--- src/verilog/adcs_pkg.sv ---
// Constants, modes, states and carrier types for the scan sequencer.
// Assumes a 32-bit plain register port and a 10-bit converter core.
package adcs_pkg;

   // ==========================================================
   // Register map (byte addresses) and field positions
   localparam logic [7:0] ADDR_CTRL  = 8'h00;
   localparam logic [7:0] ADDR_CHSEL = 8'h04;
   localparam logic [7:0] ADDR_CMP   = 8'h08;
   localparam logic [7:0] ADDR_THR   = 8'h0C;
   localparam logic [7:0] ADDR_RES0  = 8'h40;
   localparam int         CTRL_CE    = 0;
   localparam int         CTRL_MODE  = 1;
   localparam int         CTRL_ACT   = 7;
   localparam int         CMP_EN     = 0;
   localparam int         CMP_POL    = 1;
   localparam int         RES_BITS   = 10;
   localparam int         NUM_CH     = 12;
   localparam logic [3:0] LAST_CH    = 4'hB;

   // ==========================================================
   // Values after reset
   localparam logic [3:0]  RST_CHSEL = 4'h0;
   localparam logic [7:0]  RST_THR   = 8'h00;
   localparam logic [9:0]  RST_RES   = 10'h000;
   localparam logic [31:0] RST_RDATA = 32'h0000_0000;

   // ==========================================================
   // Operation modes and sequencer states
   typedef enum logic [1:0] {
      MODE_CONT_SEL = 2'b00,
      MODE_CONT_SCAN = 2'b01,
      MODE_ONE_SEL  = 2'b10,
      MODE_ONE_SCAN = 2'b11
   } adcs_mode_t;

   typedef enum logic [1:0] {
      ST_IDLE  = 2'b00,
      ST_START = 2'b01,
      ST_WAIT  = 2'b10,
      ST_HALT  = 2'b11
   } adcs_state_t;

   // ==========================================================
   // Carriers
   typedef struct packed {
      logic        wr;
      logic        rd;
      logic [7:0]  addr;
      logic [31:0] wdata;
   } adcs_bus_t;

   typedef struct packed {
      logic       start;
      logic       abort;
      logic [3:0] chan;
   } adcs_req_t;

   typedef struct packed {
      logic       done;
      logic [9:0] data;
   } adcs_res_t;

endpackage

--- src/verilog/adcs_scan_seq.sv ---
// Scan sequencer, result registers and threshold compare of a
// 12-channel converter. Assumes the converter core sits on clk_in,
// answers each start with one done pulse, and honours abort.
`timescale 1ns/100ps

// Behaviour
// - Continuous scan converts channel zero up to selected channel, own registers.
// - Continuous scan end of sweep raises interrupt, restarts at zero.
// - One-shot select converts selected channel once, interrupts, then halts.
// - Conversion of channel n always lands in result register n.
// - One-shot scan converts zero to selected once, interrupts, then stops.
// - Without compare, interrupt per select conversion or per scan sweep.
// - Compare, polarity 0: interrupt only if high byte >= threshold.
// - Compare, polarity 1: interrupt only if high byte < threshold.
// - Compare always stores the result, only the interrupt is gated.
// - Compare during scan tests only channel zero result.
// - Compare continuous select keeps reconverting while enable is set.
// - Compare continuous scan restarts at zero unless enable cleared.
// - Compare one-shot modes stop after the single pass.
// - Convert enable at 0 stops all conversion activity.
// - Each result carries 10 bits.
// - Setting convert enable starts conversion, interrupt after storing.
// - Active flag set when a conversion starts.
// - Config register write during conversion aborts and restarts it.
// - Two-bit mode field selects one of four operation modes.
module adcs_scan_seq (
   input  wire logic                clk_in,
   input  wire logic                reset_n_in,
   input  wire adcs_pkg::adcs_bus_t bus_in,
   input  wire adcs_pkg::adcs_res_t conv_res_in,
   output logic [31:0]              rd_data_out,
   output adcs_pkg::adcs_req_t      conv_req_out,
   output logic                     conversion_end_irq_out
);

   // ==========================================================
   // Register file state
   logic                 ce_q, ce_d;
   adcs_pkg::adcs_mode_t mode_q, mode_d;
   logic [3:0]           chsel_q, chsel_d;
   logic                 cmpen_q, cmpen_d;
   logic                 pol_q, pol_d;
   logic [7:0]           thr_q, thr_d;
   logic [9:0]           res_q [adcs_pkg::NUM_CH];
   logic [9:0]           res_d [adcs_pkg::NUM_CH];
   logic [31:0]          rdata_q, rdata_d;

   // ==========================================================
   // Sequencer state
   adcs_pkg::adcs_state_t st_q, st_d;
   logic [3:0]            chan_q, chan_d;
   logic                  act_q, act_d;
   logic                  irq_q, irq_d;
   adcs_pkg::adcs_req_t   req_q, req_d;

   logic       cfg_wr;
   logic       scan;
   logic       oneshot;
   logic       last;
   logic       take;
   logic       pass;
   logic [7:0] hi_byte;
   logic [3:0] res_idx;
   logic       res_hit;

   assign scan    = mode_q[0];
   assign oneshot = mode_q[1];
   assign hi_byte = conv_res_in.data[9:2];
   assign pass    = pol_q ? (hi_byte < thr_q) : (hi_byte >= thr_q);
   assign last    = !scan || (chan_q == chsel_q);
   assign cfg_wr  = bus_in.wr && (bus_in.addr == adcs_pkg::ADDR_CTRL ||
                    bus_in.addr == adcs_pkg::ADDR_CHSEL ||
                    bus_in.addr == adcs_pkg::ADDR_CMP ||
                    bus_in.addr == adcs_pkg::ADDR_THR);
   assign take    = (st_q == adcs_pkg::ST_WAIT) && conv_res_in.done &&
                    ce_q && !cfg_wr;
   assign res_idx = bus_in.addr[5:2];
   assign res_hit = (bus_in.addr[7:6] == 2'b01) &&
                    (bus_in.addr[1:0] == 2'b00) &&
                    (res_idx <= adcs_pkg::LAST_CH);

   // ==========================================================
   // Register file
   always_comb begin
      ce_d    = ce_q;
      mode_d  = mode_q;
      chsel_d = chsel_q;
      cmpen_d = cmpen_q;
      pol_d   = pol_q;
      thr_d   = thr_q;
      res_d   = res_q;
      rdata_d = '0;
      if (bus_in.wr) begin
         if (bus_in.addr == adcs_pkg::ADDR_CTRL) begin
            ce_d   = bus_in.wdata[adcs_pkg::CTRL_CE];
            mode_d = adcs_pkg::adcs_mode_t'(
                     bus_in.wdata[adcs_pkg::CTRL_MODE +: 2]);
         end else if (bus_in.addr == adcs_pkg::ADDR_CHSEL) begin
            if (bus_in.wdata[3:0] <= adcs_pkg::LAST_CH) begin
               chsel_d = bus_in.wdata[3:0];
            end
         end else if (bus_in.addr == adcs_pkg::ADDR_CMP) begin
            cmpen_d = bus_in.wdata[adcs_pkg::CMP_EN];
            pol_d   = bus_in.wdata[adcs_pkg::CMP_POL];
         end else if (bus_in.addr == adcs_pkg::ADDR_THR) begin
            thr_d = bus_in.wdata[7:0];
         end
      end
      if (take) begin
         res_d[chan_q] = conv_res_in.data;
      end
      if (bus_in.rd) begin
         if (bus_in.addr == adcs_pkg::ADDR_CTRL) begin
            rdata_d[adcs_pkg::CTRL_CE]          = ce_q;
            rdata_d[adcs_pkg::CTRL_MODE +: 2]   = mode_q;
            rdata_d[adcs_pkg::CTRL_ACT]         = act_q;
         end else if (bus_in.addr == adcs_pkg::ADDR_CHSEL) begin
            rdata_d[3:0] = chsel_q;
         end else if (bus_in.addr == adcs_pkg::ADDR_CMP) begin
            rdata_d[adcs_pkg::CMP_EN]  = cmpen_q;
            rdata_d[adcs_pkg::CMP_POL] = pol_q;
         end else if (bus_in.addr == adcs_pkg::ADDR_THR) begin
            rdata_d[7:0] = thr_q;
         end else if (res_hit) begin
            rdata_d[9:0] = res_q[res_idx];
         end
      end
   end

   always_ff @(posedge clk_in) begin
      if (!reset_n_in) begin
         ce_q    <= 1'b0;
         mode_q  <= adcs_pkg::MODE_CONT_SEL;
         chsel_q <= adcs_pkg::RST_CHSEL;
         cmpen_q <= 1'b0;
         pol_q   <= 1'b0;
         thr_q   <= adcs_pkg::RST_THR;
         rdata_q <= adcs_pkg::RST_RDATA;
         for (int i = 0; i < adcs_pkg::NUM_CH; i++) begin
            res_q[i] <= adcs_pkg::RST_RES;
         end
      end else begin
         ce_q    <= ce_d;
         mode_q  <= mode_d;
         chsel_q <= chsel_d;
         cmpen_q <= cmpen_d;
         pol_q   <= pol_d;
         thr_q   <= thr_d;
         rdata_q <= rdata_d;
         res_q   <= res_d;
      end
   end

   // ==========================================================
   // Sequencer
   // A config write never patches a running pass: it drops back to
   // idle, which restarts with the new settings one cycle later.
   always_comb begin
      st_d       = st_q;
      chan_d     = chan_q;
      act_d      = act_q;
      irq_d      = 1'b0;
      req_d      = '0;
      req_d.chan = chan_q;
      case (st_q)
         adcs_pkg::ST_IDLE: begin
            act_d = 1'b0;
            if (ce_q) begin
               st_d   = adcs_pkg::ST_START;
               chan_d = scan ? 4'h0 : chsel_q;
            end
         end
         adcs_pkg::ST_START: begin
            if (!ce_q || cfg_wr) begin
               st_d = adcs_pkg::ST_IDLE;
            end else begin
               req_d.start = 1'b1;
               act_d       = 1'b1;
               st_d        = adcs_pkg::ST_WAIT;
            end
         end
         adcs_pkg::ST_WAIT: begin
            if (!ce_q || cfg_wr) begin
               req_d.abort = 1'b1;
               act_d       = 1'b0;
               st_d        = adcs_pkg::ST_IDLE;
            end else if (take) begin
               if (!cmpen_q) begin
                  irq_d = last;
               end else if (scan) begin
                  irq_d = (chan_q == 4'h0) && pass;
               end else begin
                  irq_d = pass;
               end
               if (last && oneshot) begin
                  st_d  = adcs_pkg::ST_HALT;
                  act_d = 1'b0;
               end else if (last) begin
                  st_d   = adcs_pkg::ST_START;
                  chan_d = scan ? 4'h0 : chsel_q;
               end else begin
                  st_d   = adcs_pkg::ST_START;
                  chan_d = chan_q + 4'h1;
               end
            end
         end
         default: begin
            act_d = 1'b0;
            // Rewriting control re-arms a finished one-shot
            if (!ce_q || cfg_wr) begin
               st_d = adcs_pkg::ST_IDLE;
            end
         end
      endcase
   end

   always_ff @(posedge clk_in) begin
      if (!reset_n_in) begin
         st_q   <= adcs_pkg::ST_IDLE;
         chan_q <= 4'h0;
         act_q  <= 1'b0;
         irq_q  <= 1'b0;
         req_q  <= '0;
      end else begin
         st_q   <= st_d;
         chan_q <= chan_d;
         act_q  <= act_d;
         irq_q  <= irq_d;
         req_q  <= req_d;
      end
   end

   assign rd_data_out            = rdata_q;
   assign conv_req_out           = req_q;
   assign conversion_end_irq_out = irq_q;
endmodule
--- config.mk ---
export PLATFORM = sky130hd
export DESIGN_NAME = adcs_scan_seq
export DESIGN_NICKNAME = d
export VERILOG_FILES = /design/src/verilog/adcs_pkg.sv /design/src/verilog/adcs_scan_seq.sv
export SDC_FILE = /design/constraint.sdc
export NUM_CORES = 1
export LEC_CHECK = 0
export BUFFER_PORTS_ARGS = -buffer_cell sky130_fd_sc_hd__buf_4
export CAP_MARGIN = 40
export CORE_UTILIZATION = 62
export CTS_CLUSTER_DIAMETER = 200
export CTS_CLUSTER_SIZE = 40
export DETAILED_ROUTE_END_ITERATION = 6
export PLACE_DENSITY = 0.85
export SYNTH_ARGS = -nofsm -noshare
export SYNTH_HDL_FRONTEND = slang
export SYNTH_SLANG_ARGS = --single-unit
--- constraint.sdc ---
create_clock -name clk_in -period 6.19 [get_ports clk_in]
set_clock_uncertainty 0.05 [all_clocks]
set_input_delay 0.619 -clock clk_in [delete_from_list [all_inputs] [get_ports clk_in]]
set_output_delay 0.619 -clock clk_in [all_outputs]
set_load 0.02 [all_outputs]
==> reports/results.ini <==
[floorplan]
die-area_sq_um = 12300
coreArea_sq_um = 11500
initial_utilization_pct = 63.9
rows = 39
die_h_um = 111
ios = 94
dieWidth_um = 111

[pwr]
peakVddDrop_uv = 269
powerDensity_nw_per_um2 = 279
p_leak_nw = 3.28

[placement]
dpl-instance-area_sq_um = 7470
place_congestion = 0.921
pre_cts_ws_ns = 3.38
port_buffers = 47
hpwl_um = 11400
post-place-cells = 890

[finish]
antennaDiodeCount = 0
area_growth_pct = 10.8
final_area_sq_um = 8110
final_nets = 833
drive_gt1_share_pct = 27.5
final_util_pct = 70.7
final_cells = 922

[logic_synthesis]
synth_warnings = 0
synthTopCellsByArea = dfxtp_1 (44%), a31o_2 (11%), mux4_2 (9.2%)
seq_area_frac_synth_pct = 44.0
synth_top_area_share_pct = 44.0
synthArstFlopShare_pct = 0
synth_edf_count = 0
syn_avg_cell_area_sq_um = 9.52
syn-instance-count = 769
yosysTopAreaCell = dfxtp_1
syn-cell-area_sq_um = 7320
yosys_most_used_dff = dfxtp_1
synth_cell_types = 52
ys_seq_elements = 161

[cts]
post_cts_buffers = 0
cts_tree = built
clock-sinks = 161
ctsLongestPathBuffers = 2
htree_levels = 4
hold_buffers = 0
clkTransAtPathRegs_ns = 0.06
clk_latency_ns = 0.43
cts-buffers-inserted = 17
post_cts_resize_count = 0
cts_root_buf = clkbuf_16

[route]
drtAntennaViolNets = 0
routedWlPerCell_um = 19.1
met3_length_um = 1260
drt_wl_total_um = 17600
drc = 0
topRoutingLayerUsed = met4
drt-initial-drc-count = 558
viasPerCell = 6.24
m1WireLength_um = 7300
num_vias = 5755
detail_route.first_pass.iterations = 6
route.met2.wl_um = 8680

[critical_path]
critPathArrivalTime_ns = 2.72
critPathKind = input pin to flop
required_ns = 6.46
worstPathMaxFanout = 20
start_kind = input pin
end_kind = flop

[run]
cap_violations = 0

[global_route]
grt_pass1_wl_um = 28700
grt_usage_pct = 29.9
grt_max_degree = 98
antenna_found_initial = 0
grt_pass1_vias = 5712
grt-ovfl-total = 0

[outcome]
status = finished clean

[timing]
max_freq_ghz = 0.408
relSlewSlack_pct = 35.9
postLayoutSetupSlackWorst_ns = 3.74
fin_crit_sh_pct = 39.6
final-hold-violation-count = 0
final_max_slew_viol_count = 0
rsz0062_at_grt = false
min_period_ns = 2.45
setup_tns_ns = 0
setup_violations = 0
tightest_slew_ns = 0.961

[min_path]
worst_hold_path_type = input pin to flop

## per-stage QoR
| step | hold WS, ns | power [mW] |
|---|---|---|
| 2_1_floorplan | 0.388 | 1.14 |
| 3_3_place_gp | 0.398 | 1.16 |
| 3_5_place_dp | 0.415 | 1.16 |
| 4_1_cts | 0.378 | 2.27 |
| 5_1_grt | 0.380 | 2.33 |
| 6_report | 0.380 | 2.27 |
## cell type report
type                            count  area [sq um]
Inverter                           26          97.6
Multi-Input combinational cell    512          3610
Clock inverter                      9           151
Fill cell                         826          3360
Sequential cell                   161          3220
Clock buffer                       23           488
Tap cell                          143           179
Timing Repair Buffer               48           360
## cells in the final DEF (no fill, tap or decap), drive strengths merged, types with 4 or more instances in the layout
master / n
xor2: 5
or2: 13
mux4: 30
nand4: 4
a31o: 88
inv: 26
dfxtp: 161
mux2i: 23
a21oi: 11
conb: 22
nand3: 40
nor3: 9
bufinv: 4
buf: 48
nand2: 32
a21o: 5
clkbuf: 23
clkinv: 4
ha: 12
o22ai: 7
o21ai: 37
nor2b: 6
nor2: 123
## final timing paths
kind | cells after the start | startpoint | endpoint | slack (ns)
setup / recovery | 6 | bus_in[36] | res_q[14] | 3.74
hold / removal | 3 | bus_in[5] | thr_q[5] | 0.38
setup reg to reg | 5 | chan_q[2] | chan_q[1] | 4.07
hold reg to reg | 2 | res_q[68] | res_q[68] | 0.43
## flip-flops by register name, summed over array words and instances, names as in the netlist
signal,flops
chsel_q,4
mode_q,2
thr_q,8
chan_q,4
act_q,1
pol_q,1
rd_data_out,10
cmpen_q,1
res_q,120
ce_q,1
conversion_end_irq_out,1
conv_req_out,6
st_q,2
## cell usage after synthesis (all sizes together), types with 13 or more instances
cell / n
nor2: 123
mux2i: 23
mux4: 30
or2: 13
inv: 25
buf: 55
a31o: 88
dfxtp: 161
nand3: 40
o21ai: 37
nand2: 32
clkbuf: 36
## logic make-up (layout without fill, tap and decap cells)
kind of cell               after synthesis  in the layout  synth area share (%)
buffers and inverters                  117            106                  7.74
AOI/OAI and AO/OA                      174            174                  18.0
other                                    1             22                0.0512
DFF                                    161            161                  44.0
adders and majority gates               12             12                  2.05
xor gates and xnor gates                 5              5                 0.598
and+or+nand+nor                        246            246                  15.2
muxes                                   53             53                  12.4
## power breakdown
group / internal [mW] / leakage [nW] / switching, mW
Sequential: 1.04 / 1.30 / 0.000229
Combinational: 0.0305 / 1.67 / 0.0760
Clock: 0.717 / 0.314 / 0.406
Total: 1.78 / 3.28 / 0.483
## metal layers
layer / global-route usage (%) / vias up
met5: 0 / -
met4: 11.6 / 0
met3: 7.33 / 29
met2: 49.5 / 261
met1: 37.7 / 2770
li1: - / 2695
## worst max-delay path, stage by stage
cell and delay, ns:
buf_4 0.15, or4b_2 0.75, o2111ai_1 0.32, or2_2 0.49
nor2_1 0.13, a31o_2 0.25
Power figures use the tool's default switching activity.
